<file path="src/core/fbsoh_params.svh">
// fbsoh_params.svh: constants of the fieldbus slave output-hold block
// assumes: included by bare name by every module and interface file of the block
`ifndef FBSOH_PARAMS_SVH
`define FBSOH_PARAMS_SVH

`define FBSOH_ADDR_W      7
`define FBSOH_ADDR_MIN    7'h01
`define FBSOH_ADDR_MAX    7'h7d
`define FBSOH_ADDR_SVC    7'h00
`define FBSOH_CMD_W       3
`define FBSOH_CMD_DATA    3'h0
`define FBSOH_CMD_SYNC    3'h1
`define FBSOH_CMD_UNSYNC  3'h2
`define FBSOH_CMD_FREEZE  3'h3
`define FBSOH_CMD_UNFRZ   3'h4
`define FBSOH_CMD_PRM     3'h5
`define FBSOH_CMD_START   3'h6
`define FBSOH_WD_W        24
`define FBSOH_WD_DEF      24'h0f4240
`define FBSOH_ONE_WD      24'h000001

`endif

</file>
<file path="src/core/fbsoh_pkg.sv">
// fbsoh_pkg: types of the fieldbus slave output-hold block
// assumes: compiled before every module of the block
package fbsoh_pkg;
	typedef enum logic [1:0] {
		FBSOH_WAIT_PRM,
		FBSOH_WAIT_START,
		FBSOH_EXCHANGE,
		FBSOH_SAFE
	} fbsoh_state_t;
endpackage

</file>
<file path="src/core/fbsoh_frame_if.sv">
// fbsoh_frame_if: decoded frame events between the filter and the core
// assumes: one clock; all members valid in the cycle of frameOk
`timescale 1ns/1ps
`include "fbsoh_params.svh"
interface fbsoh_frame_if;
	logic                       frameOk;
	logic                       ownHit;
	logic                       groupHit;
	logic [`FBSOH_CMD_W-1:0]    cmd;
	modport filt (output frameOk, output ownHit, output groupHit, output cmd);
	modport core (input frameOk, input ownHit, input groupHit, input cmd);
endinterface

</file>
<file path="src/core/fbsoh_addr_filter.sv">
// fbsoh_addr_filter: address check and command qualification
// assumes: frame fields are from logic on the same clock
`timescale 1ns/1ps
`include "fbsoh_params.svh"
module fbsoh_addr_filter
	import fbsoh_pkg::*;
(
	input  wire logic                    clk,
	input  wire logic                    srst,
	input  wire logic                    rxValid,
	input  wire logic                    rxGroup,
	input  wire logic [`FBSOH_ADDR_W-1:0] rxDest,
	input  wire logic [`FBSOH_CMD_W-1:0]  rxCmd,
	input  wire logic [`FBSOH_ADDR_W-1:0] stationAddr,
	fbsoh_frame_if.filt                  fr
);
	// ********************************
	// address check
	// ********************************
	logic addrLegal;
	logic okD, okQ, ownD, ownQ, grpD, grpQ;
	logic [`FBSOH_CMD_W-1:0] cmdD, cmdQ;

	always_comb begin
		// own address outside 1..125 never matches; 0 is a service address
		addrLegal = (stationAddr >= `FBSOH_ADDR_MIN) &&
			(stationAddr <= `FBSOH_ADDR_MAX);
		ownD = rxValid && !rxGroup && addrLegal &&
			(rxDest == stationAddr);
		// group commands bypass the address match
		grpD = rxValid && rxGroup && addrLegal &&
			((rxCmd == `FBSOH_CMD_SYNC) ||
			(rxCmd == `FBSOH_CMD_UNSYNC) ||
			(rxCmd == `FBSOH_CMD_FREEZE) ||
			(rxCmd == `FBSOH_CMD_UNFRZ));
		okD = ownD || grpD;
		cmdD = rxCmd;
	end

	always_ff @(posedge clk) begin
		if (srst) begin
			okQ  <= 1'b0;
			ownQ <= 1'b0;
			grpQ <= 1'b0;
			cmdQ <= `FBSOH_CMD_DATA;
		end else begin
			okQ  <= okD;
			ownQ <= ownD;
			grpQ <= grpD;
			cmdQ <= cmdD;
		end
	end

	assign fr.frameOk  = okQ;
	assign fr.ownHit   = ownQ;
	assign fr.groupHit = grpQ;
	assign fr.cmd      = cmdQ;
endmodule // fbsoh_addr_filter

</file>
<file path="src/core/fbsoh_output_hold.sv">
// fbsoh_output_hold: output hold, input freeze and response watchdog
// assumes: frames arrive decoded on clk; process inputs come from pins
// Functional notes
// - SYNC holds outputs; later output data is stored, not applied
// - each further SYNC applies latest stored data, then holds again
// - outputs follow every frame again only after UNSYNC or the safe state
// - no own frame within watchdog time: safe state, outputs zero
// - station addresses 1 to 125; address 0 for service tools
// - no data exchange until master prompts the slave
// - FREEZE latches inputs; each FREEZE relatches; UNFREEZE goes live
`timescale 1ns/1ps
`include "fbsoh_params.svh"
module fbsoh_output_hold
	import fbsoh_pkg::*;
#(
	parameter int                    DATA_W = 8,
	parameter logic [`FBSOH_WD_W-1:0] WD_CYCLES = `FBSOH_WD_DEF
) (
	input  wire logic                     clk,
	input  wire logic                     srst,
	input  wire logic                     rxValid,
	input  wire logic                     rxGroup,
	input  wire logic [`FBSOH_ADDR_W-1:0] rxDest,
	input  wire logic [`FBSOH_CMD_W-1:0]  rxCmd,
	input  wire logic [DATA_W-1:0]        rxOutData,
	input  wire logic [`FBSOH_ADDR_W-1:0] stationAddr,
	input  wire logic [DATA_W-1:0]        procIn,
	output logic      [DATA_W-1:0]        procOut,
	output logic      [DATA_W-1:0]        txInData,
	output logic                          exchActive,
	output logic                          safeState,
	output logic                          syncActive,
	output logic                          freezeActive
);
	// ********************************
	// frame path
	// ********************************
	fbsoh_frame_if fr ();
	logic [DATA_W-1:0] dataQ;

	fbsoh_addr_filter u_filt (
		.clk         (clk),
		.srst        (srst),
		.rxValid     (rxValid),
		.rxGroup     (rxGroup),
		.rxDest      (rxDest),
		.rxCmd       (rxCmd),
		.stationAddr (stationAddr),
		.fr          (fr)
	);

	// data delayed to line up with the registered frame events
	always_ff @(posedge clk) begin
		if (srst) begin
			dataQ <= '0;
		end else begin
			dataQ <= rxOutData;
		end
	end

	// ********************************
	// input synchroniser
	// ********************************
	// three stages; a bit changes once stages two and three agree
	logic [DATA_W-1:0] s1Q, s2Q, s3Q, inStableQ, inStableD;
	always_comb begin
		for (int i = 0; i < DATA_W; i++) begin
			inStableD[i] = (s2Q[i] == s3Q[i]) ? s3Q[i] : inStableQ[i];
		end
	end
	always_ff @(posedge clk) begin
		if (srst) begin
			s1Q       <= '0;
			s2Q       <= '0;
			s3Q       <= '0;
			inStableQ <= '0;
		end else begin
			s1Q       <= procIn;
			s2Q       <= s1Q;
			s3Q       <= s2Q;
			inStableQ <= inStableD;
		end
	end

	// ********************************
	// station state and watchdog
	// ********************************
	fbsoh_state_t stQ, stD;
	logic [`FBSOH_WD_W-1:0] wdQ, wdD;
	logic ownOk, cmdPrm, cmdStart;

	always_comb begin
		ownOk    = fr.frameOk && fr.ownHit;
		cmdPrm   = ownOk && (fr.cmd == `FBSOH_CMD_PRM);
		cmdStart = ownOk && (fr.cmd == `FBSOH_CMD_START);
		stD = stQ;
		wdD = wdQ;
		case (stQ)
			// parameters come from the parameter master first
			FBSOH_WAIT_PRM: begin
				if (cmdPrm) begin
					stD = FBSOH_WAIT_START;
				end
			end
			FBSOH_WAIT_START: begin
				if (cmdStart) begin
					stD = FBSOH_EXCHANGE;
					wdD = WD_CYCLES;
				end
			end
			FBSOH_EXCHANGE: begin
				if (ownOk) begin
					wdD = WD_CYCLES;
				end else if (wdQ <= `FBSOH_ONE_WD) begin
					stD = FBSOH_SAFE;
					wdD = '0;
				end else begin
					wdD = wdQ - `FBSOH_ONE_WD;
				end
			end
			// leaving safe state needs a fresh parameter/start sequence
			FBSOH_SAFE: begin
				if (cmdPrm) begin
					stD = FBSOH_WAIT_START;
				end
			end
			default: begin
				stD = FBSOH_WAIT_PRM;
			end
		endcase
	end

	always_ff @(posedge clk) begin
		if (srst) begin
			stQ <= FBSOH_WAIT_PRM;
			wdQ <= '0;
		end else begin
			stQ <= stD;
			wdQ <= wdD;
		end
	end

	// ********************************
	// output hold and input freeze
	// ********************************
	logic [DATA_W-1:0] outD, outQ, storeD, storeQ, frzD, frzQ, txD, txQ;
	logic syncD, syncQ, frzOnD, frzOnQ, exch, isSync, isUnsync;
	logic isFrz, isUnfrz, isData;

	always_comb begin
		exch     = (stQ == FBSOH_EXCHANGE);
		isData   = ownOk && (fr.cmd == `FBSOH_CMD_DATA) && exch;
		// group commands only act on a slave in data exchange
		isSync   = fr.frameOk && fr.groupHit && exch &&
			(fr.cmd == `FBSOH_CMD_SYNC);
		isUnsync = fr.frameOk && fr.groupHit && exch &&
			(fr.cmd == `FBSOH_CMD_UNSYNC);
		isFrz    = fr.frameOk && fr.groupHit && exch &&
			(fr.cmd == `FBSOH_CMD_FREEZE);
		isUnfrz  = fr.frameOk && fr.groupHit && exch &&
			(fr.cmd == `FBSOH_CMD_UNFRZ);
		outD   = outQ;
		storeD = storeQ;
		syncD  = syncQ;
		frzD   = frzQ;
		frzOnD = frzOnQ;
		if (isData) begin
			storeD = dataQ;
			if (!syncQ) begin
				outD = dataQ;
			end
		end
		if (isSync) begin
			// first SYNC freezes, later ones apply the stored data once
			if (syncQ) begin
				outD = storeQ;
			end
			syncD = 1'b1;
		end else if (isUnsync) begin
			syncD = 1'b0;
		end
		if (isFrz) begin
			frzD   = inStableQ;
			frzOnD = 1'b1;
		end else if (isUnfrz) begin
			frzOnD = 1'b0;
		end
		txD = frzOnD ? frzD : inStableQ;
		// follows exchActive, so reported data drops in the same cycle
		if (stD != FBSOH_EXCHANGE) begin
			txD = '0;
		end
		// safe state overrides everything; mode flags also drop
		if (stD == FBSOH_SAFE || stQ == FBSOH_SAFE) begin
			outD   = '0;
			syncD  = 1'b0;
			frzOnD = 1'b0;
		end
	end

	always_ff @(posedge clk) begin
		if (srst) begin
			outQ   <= '0;
			storeQ <= '0;
			frzQ   <= '0;
			txQ    <= '0;
			syncQ  <= 1'b0;
			frzOnQ <= 1'b0;
		end else begin
			outQ   <= outD;
			storeQ <= storeD;
			frzQ   <= frzD;
			txQ    <= txD;
			syncQ  <= syncD;
			frzOnQ <= frzOnD;
		end
	end

	// registered status flags
	logic exchQ, safeQ;
	always_ff @(posedge clk) begin
		if (srst) begin
			exchQ <= 1'b0;
			safeQ <= 1'b0;
		end else begin
			exchQ <= (stD == FBSOH_EXCHANGE);
			safeQ <= (stD == FBSOH_SAFE);
		end
	end

	assign procOut      = outQ;
	assign txInData     = txQ;
	assign exchActive   = exchQ;
	assign safeState    = safeQ;
	assign syncActive   = syncQ;
	assign freezeActive = frzOnQ;
endmodule // fbsoh_output_hold

</file>
<file path="config.mk">
export PLATFORM = sky130hd
export DESIGN_NAME = fbsoh_output_hold
export DESIGN_NICKNAME = d
export VERILOG_FILES = /design/src/core/fbsoh_pkg.sv /design/src/core/fbsoh_frame_if.sv /design/src/core/fbsoh_addr_filter.sv /design/src/core/fbsoh_output_hold.sv
export VERILOG_INCLUDE_DIRS = /design/src /design/src/core
export SDC_FILE = /design/constraint.sdc
export NUM_CORES = 1
export LEC_CHECK = 0
export ABC_AREA = 1
export BUFFER_PORTS_ARGS = -buffer_cell sky130_fd_sc_hd__buf_4
export CORE_UTILIZATION = 58
export CTS_CLUSTER_DIAMETER = 200
export CTS_CLUSTER_SIZE = 8
export DETAILED_ROUTE_END_ITERATION = 8
export GPL_ROUTABILITY_DRIVEN = 0
export PLACE_DENSITY = 0.84
export SLEW_MARGIN = 20
export SYNTH_ARGS = -nofsm -noshare
export SYNTH_HDL_FRONTEND = slang
export SYNTH_HIERARCHICAL = 1
export SYNTH_SLANG_ARGS = --single-unit
</file>
<file path="constraint.sdc">
create_clock -name clk -period 2.3 [get_ports clk]
set_input_delay 0.345 -clock clk [delete_from_list [all_inputs] [get_ports clk]]
set_output_delay 0.345 -clock clk [all_outputs]
set_load 0.02 [all_outputs]
</file>
==> results.md, run 1 <==
- Mapped Cells: 672
- Initial antenna violation count: 0
- GR Layer Usage met2: 43.4%
- Outcome: completed
- Inserted Clock Buffers: 9
- Met1 usage in global routing: around a quarter
- Max-cap viol count: 0
- FF-to-FF Start: stQ[0]
- Syn. warnings: 6
- Measured slew at the worst slew-check pin: 0.396 ns
- Worst min-delay path class: in -> reg
- Endpoint of the worst register-to-register path: txInData[0]
- All-Layer GR Usage: 23.8%
- Pin count of the biggest net entering global routing: 31
- Count of cells resized by post-cts repair: 0
- Die outline area: between 0.008 and 0.009 mm²
- Worst Hold Launch: procIn[4]
- Worst Skew: 0.0132 ns
- Async SR Flop Fraction: 0%
- Worst setup slack after layout: between 0.2 and 0.25 ns
- Register-to-register setup slack: 0.22 ns
- Number of enable flip-flop cells after synthesis: 0
- Hold Violations, Final: 0
- Depth of the most critical reg-to-reg path: 10
- Maximum buffer depth of the clock tree: 2
- DRT antenna net count: 0
- Skew-Pair Late Insertion Delay: 0.38 ns
- Starting utilization of the core area: 61.0%
- Count of standard-cell rows: 32
- Wire length of the first global-routing pass: 16500 µm
- Filler cell count in the final layout: between 600 and 700
- Category of the critical setup timing path: reg -> reg
- CTS sink count: 108
- Number of pins with negative max-slew slack in the final report: 0
- CP Max Fanout: 17
- Fraction of layout instances using a drive strength above 1: 15.5%
- Depth of the worst hold-timing path: 3
- Cell count after placement: 821
- Hold WS: about 0.16 ns
- Iteration-0 DRC count of the detailed router: ~150
- Filler-free cell count of the finished design: 837
- Port Buf Inserts: 56
- Number of buffers added to fix hold violations after cts: 0
- Met3 GRT Util: 5.67%
- Pre-CTS setup slack: 0.318 ns
- Endpoint class of the critical path: flip-flop
- Average via count per standard cell: 4.99
- Worst path arrival time: about 2.4 ns
- Count of boundary I/O pins: 57
- Post-Synthesis Net Count: approximately 720
- Drt drc: 0
- Via Count: ~4200
- Synthesized area: roughly 0.0048 mm²
- Power density of the placed cells: 1160 mW/mm²
- Worst-path clk slew: 0.11 ns
- Floorplan Core Area: just under 0.008 mm²
- Most used routing layer in global routing: met2
- Setup bufs post-CTS: 0
- TNS Setup: 0 ns
- Count of different cell masters after synthesis: 39
- Fin nets: between 700 and 800
- Number of global-route vias before repair: 4057
- Worst setup SP type: flip-flop
- Most common flop cell mapped by yosys: sky130_fd_sc_hd__dfxtp_1
- H-tree levels: 3
- Portion of the post-synthesis area used by sequential elements: 45.1%
- Finish-stage setup viols: 0
- Post-layout min period: 2.08 ns
- Cell leakage power: 2.57 nW
- Synthesized area per cell: 7.13 µm²
- HPWL after DPL: 6870 µm
- Layout area overhead: 14.6%
- Maximum resistive drop on vdd: 650 µV
- Worst slew margin relative to its limit: 73.4%
- Data required time at the worst endpoint: 2.62 ns
- Maximum operating frequency: 482 MHz
- Final period util: 90.3%
- Chip height: 92.9 µm
- Synthesized flop and latch total: between 100 and 150
- RSZ-0062 raised after global routing: false
- Worst hold path endpoint: s1Q[4]
- Overflow left after global routing: 0
- Wire per inst: 11.2 µm
- CTS tree: yes
- Number of antenna diodes: 0
- Cell at the root of the clock tree: sky130_fd_sc_hd__clkbuf_8
- Die outline width: 92.9 µm
- Final wirelength: 9390 µm
- Router iterations before antenna repair: 4
## how the worst max path moves through the flow
stage / startpoint / end / slack [ns] / cells after the start
floorplan: stQ[0] / wdQ[12] / 0.68 / 9
finish: stQ[0] / txInData[0] / 0.22 / 10
CTS: stQ[0] / txInData[0] / 0.24 / 10
detailed placement: stQ[0] / procOut[5] / 0.32 / 9
global route: stQ[0] / txInData[1] / 0.05 / 10
global placement: stQ[0] / txInData[2] / 0.39 / 10
## stage by stage
stage | total power, mW | instance area [µm²] | utilization, %
2_1_floorplan | 4.58 | 4790 | -
3_3_place_gp | 5.09 | 5290 | 67.4
3_5_place_dp | 5.19 | 5290 | 67.4
4_1_cts | 6.37 | 5490 | 70.0
5_1_grt | 6.91 | 5490 | 70.0
6_report | 6.39 | 5490 | 70.0
## state kept, by name, summed over array words and instances (netlist names)
register and cells:
wdQ 24, dataQ 8, frzQ 8, inStableQ 8
procOut 8, s1Q 8, s2Q 8, s3Q 8
storeQ 8, txInData 8, u_filt/fr.cmd 3, stQ 2
exchActive 1, freezeActive 1, safeState 1, syncActive 1
u_filt/fr.frameOk 1, u_filt/fr.groupHit 1, u_filt/fr.ownHit 1
## report_power, final
part	leakage (nW)	internal [mW]	switching [mW]	total, mW
registers	0.879	2.10	0.243	2.34
clock network	0.0972	0.455	0.687	1.14
logic	1.59	0.989	1.92	2.91
## cells by family after synthesis
group,Yosys count,synth area share [%]
DFF,108,45.1
AOI/OAI and AO/OA,71,8.72
and+or+nand+nor,346,31.4
xor gates and xnor gates,6,1.10
adders and majority gates,6,1.57
buffers and inverters,129,10.8
muxes,6,1.25
## area by class of cell
| type | instances | area (µm²) | share of cell area [%] |
|---|---|---|---|
| Multi-Input combinational cell | 435 | 2110 | 38.5 |
| Inverter | 116 | 437 | 7.95 |
| Tap cell | 102 | 128 | 2.32 |
| Clock inverter | 6 | 65.1 | 1.18 |
| Sequential cell | 108 | 2160 | 39.4 |
| Clock buffer | 10 | 138 | 2.51 |
| Timing Repair Buffer | 60 | 450 | 8.20 |
## cell usage in the layout (no fill, tap or decap), drive strengths merged
master / n
nand2: 152
nor2: 145
inv: 117
dfxtp: 108
buf: 60
o21ai: 32
a21oi: 27
nand3: 25
clkbuf: 10
nand4: 9
a211oi: 8
mux2i: 6
ha: 6
xor2: 5
or2: 5
nor3: 4
clkinv: 3
nor4: 2
nand3b: 2
nor3b: 2
o211ai: 2
clkinvlp: 2
o21bai: 1
a31oi: 1
xnor2: 1
## Yosys cell counts (3+ instances only)
| library cell | count | area (µm²) |
|---|---|---|
| sky130_fd_sc_hd__o21ai_2 | 9 | 78.8 |
| sky130_fd_sc_hd__dfxtp_1 | 108 | 2160 |
| sky130_fd_sc_hd__o21ai_0 | 18 | 90.1 |
| sky130_fd_sc_hd__nand3_1 | 23 | 115 |
| sky130_fd_sc_hd__o21ai_1 | 5 | 25.0 |
| sky130_fd_sc_hd__or2_0 | 4 | 25.0 |
| sky130_fd_sc_hd__inv_1 | 111 | 417 |
| sky130_fd_sc_hd__a21oi_1 | 27 | 135 |
| sky130_fd_sc_hd__ha_1 | 6 | 75.1 |
| sky130_fd_sc_hd__a211oi_1 | 8 | 60.1 |
| sky130_fd_sc_hd__nand2_1 | 145 | 544 |
| sky130_fd_sc_hd__clkbuf_1 | 7 | 26.3 |
| sky130_fd_sc_hd__mux2i_1 | 6 | 60.1 |
| sky130_fd_sc_hd__nor2_1 | 134 | 503 |
| sky130_fd_sc_hd__xor2_1 | 5 | 43.8 |
| sky130_fd_sc_hd__nand2_2 | 6 | 37.5 |
| sky130_fd_sc_hd__nand4_1 | 6 | 37.5 |
| sky130_fd_sc_hd__buf_6 | 3 | 33.8 |
| sky130_fd_sc_hd__nor2_2 | 9 | 56.3 |
| sky130_fd_sc_hd__inv_2 | 3 | 11.3 |
## worst max-delay path, cell delays in order, from the launching register on
cell and delay [ns]:
sky130_fd_sc_hd__dfxtp_1 0.38, sky130_fd_sc_hd__inv_1 0.09, sky130_fd_sc_hd__ha_1 0.29, sky130_fd_sc_hd__nand3_2 0.16, sky130_fd_sc_hd__clkinv_2 0.09, sky130_fd_sc_hd__nand4_4 0.27
sky130_fd_sc_hd__nand2_2 0.37, sky130_fd_sc_hd__nand2_1 0.10, sky130_fd_sc_hd__o21ai_0 0.12, sky130_fd_sc_hd__inv_1 0.07, sky130_fd_sc_hd__nor2_1 0.08
## layer usage
metal	vias to the layer above	wire, µm
li1	2169	-
met2	93	4680
met1	1898	4100
met5	-	0
met3	16	440
met4	0	161
Power figures use the tool's default switching activity.
==> inputs of run 2 (changes only) <==
--- a/config.mk
+++ b/config.mk
@@ -10,2 +10,3 @@
 export BUFFER_PORTS_ARGS = -buffer_cell sky130_fd_sc_hd__buf_4
+export CORE_MARGIN = 5
 export CORE_UTILIZATION = 58
==> constraint.sdc (replaced) <==
create_clock -name clk -period 2.3 [get_ports clk]
set_input_delay 0 -clock clk [delete_from_list [all_inputs] [get_ports clk]]
set_output_delay 0 -clock clk [all_outputs]
set_load 0.02 [all_outputs]
==> results.md, run 2 (synthesized netlist as in run 1, its figures left out) <==
- Hold Violations, Final: 0
- Finish-stage setup viols: 0
- Average via count per standard cell: a little under 5
- Worst slew margin relative to its limit: 75.0%
- Maximum operating frequency: between 400 and 500 MHz
- Final wirelength: 9310 µm
- Count of standard-cell rows: 33
- Final period util: 87.1%
- Commonest cells after routing, fill and taps aside: sky130_fd_sc_hd__nand2_1 (145), sky130_fd_sc_hd__nor2_1 (134), sky130_fd_sc_hd__inv_1 (111)
- RSZ-0062 raised after global routing: false
- Final non-filler cell area: ~0.0057 mm²
- FF/Latch Area: roughly 0.0022 mm²
- CTS sink count: 108
- Endpoint class of the critical path: flip-flop
- Cell count after placement: 823
- CP Max Fanout: 9
- Cell Area, Placed: 0.00529 mm²
- Power density of the placed cells: approximately 1100 mW/mm²
- CTS tree: yes
- Drt drc: 0
- H-tree levels: 3
- Inserted Clock Buffers: 9
- Cell family with most CP delay: simple AND/OR/NAND/NOR gates
- Iteration-0 DRC count of the detailed router: 154
- Max-cap viol count: 0
- Most common library cell in the layout ignoring fill and taps: sky130_fd_sc_hd__nand2_1
- Worst Skew: 0.0106 ns
- Initial antenna violation count: 0
- Worst path arrival time: 2.26 ns
- Fraction of layout instances using a drive strength above 1: 15.0%
- Category of the critical setup timing path: reg -> reg
- Filler-free cell count of the finished design: 858
- Number of pins with negative max-slew slack in the final report: 0
- Number of global-route vias before repair: 3858
- Pin count of the biggest net entering global routing: 36
- Post-layout min period: between 2 and 2.5 ns
- Wire per inst: 10.8 µm
- Outcome: completed
- Via Count: 4136
- Cell type of the slowest stage on the worst timing path: sky130_fd_sc_hd__ha_1
- Data required time at the worst endpoint: 2.56 ns
- Cell at the root of the clock tree: sky130_fd_sc_hd__clkbuf_8
- DRT antenna net count: 0
- Count of boundary I/O pins: 57
- Largest stage delay, worst path: 0.37 ns
- Starting utilization of the core area: 58.9%
- Area occupied by multi-input gates: 0.00211 mm²
- Floorplan Core Area: 0.00813 mm²
- Hold WS: 0.0155 ns
- Layout area overhead: 18.8%
- TNS Setup: 0 ns
- Maximum resistive drop on vdd: 700 µV
- Measured slew at the worst slew-check pin: 0.375 ns
- Pre-CTS setup slack: 0.339 ns
- Die outline area: 0.0102 mm²
- Number of antenna diodes: 0
- Skew-Pair Late Insertion Delay: roughly 0.37 ns
- Worst setup slack after layout: about 0.3 ns
- Critical Path, Cell by Cell: inv_1, ha_1, inv_1, nand2_1, nand2_1, nor2_1, nand3_1, nand2_1, nand2_1, nand2_2, inv_1, o21ai_1, nor2_1
- Final core utilization: 70.0%
- Largest Register: wdQ
- Worst-path clk slew: 0.11 ns
- Chip height: 101 µm
- Worst min-delay path class: in -> reg
- All-Layer GR Usage: 19.3%
- Fin nets: about 790
- Wire length of the first global-routing pass: approximately 16000 µm
- Total power of the final layout: 6.39 mW
- Port Buf Inserts: 56
- Maximum buffer depth of the clock tree: 2
- Filler cell count in the final layout: 660
- Count of cells resized by post-cts repair: 0
- Die outline width: 101 µm
- Number of flip-flops in the largest register: 24
- Most Frequent Cell on Critical Path: sky130_fd_sc_hd__nand2_1
- Number of buffers added to fix hold violations after cts: 19
- Router iterations before antenna repair: 5
- HPWL after DPL: 6740 µm
- Worst setup SP type: flip-flop
- Setup bufs post-CTS: 0
- Buffers and inverters on the worst path: 3
- Overflow left after global routing: 0
- Cell leakage power: 2.65 nW
## run 2: cell types whose count changed in the layout (fill, tap and decap cells not counted), sizes merged
cell         delta
inv             -1
clkinvlp        -2
clkinv          +4
dlygate4sd3    +19
buf             -1
clkbuf          -1
## run 2: final timing paths
check	start	endpoint	slack, ns	depth (start not counted)
setup / recovery	wdQ[0]	wdQ[13]	0.30	13
hold / removal	rxValid	u_filt/fr.groupHit	0.02	5
setup reg to reg	wdQ[0]	wdQ[13]	0.30	13
hold reg to reg	s1Q[6]	s2Q[6]	0.40	2
## run 2: layout make-up
type | count | area share [%]
clock buffer | 9 | 2.18
clock inverter | 7 | 1.61
inverter | 116 | 7.67
multi-input combinational | 435 | 37.1
sequential | 108 | 38.0
tap | 105 | 2.31
timing repair buffer | 78 | 11.1
## run 2: tightest hold or removal path, delay by kind of cell
kind / cells / cell delay (ns)
buf+inv: 2 / 0.15
simple gates: 2 / 0.15
compound gates: 1 / 0.04
## run 2: per-layer routing
| layer | part of all wire (%) | global-route usage [%] | vias to the layer above |
|---|---|---|---|
| met2 | 49 | 33.9 | 84 |
| li1 | - | - | 2206 |
| met5 | 0 | 0 | - |
| met3 | 4.2 | 4.22 | 9 |
| met4 | 1.2 | 5.70 | 0 |
| met1 | 45 | 23.5 | 1837 |
## run 2: report_power, final
part	internal, mW	switching, mW	leakage (nW)
sequential	2.10	0.239	0.879
clock	0.440	0.704	0.105
combinational	1.01	1.90	1.66
total	3.54	2.84	2.65
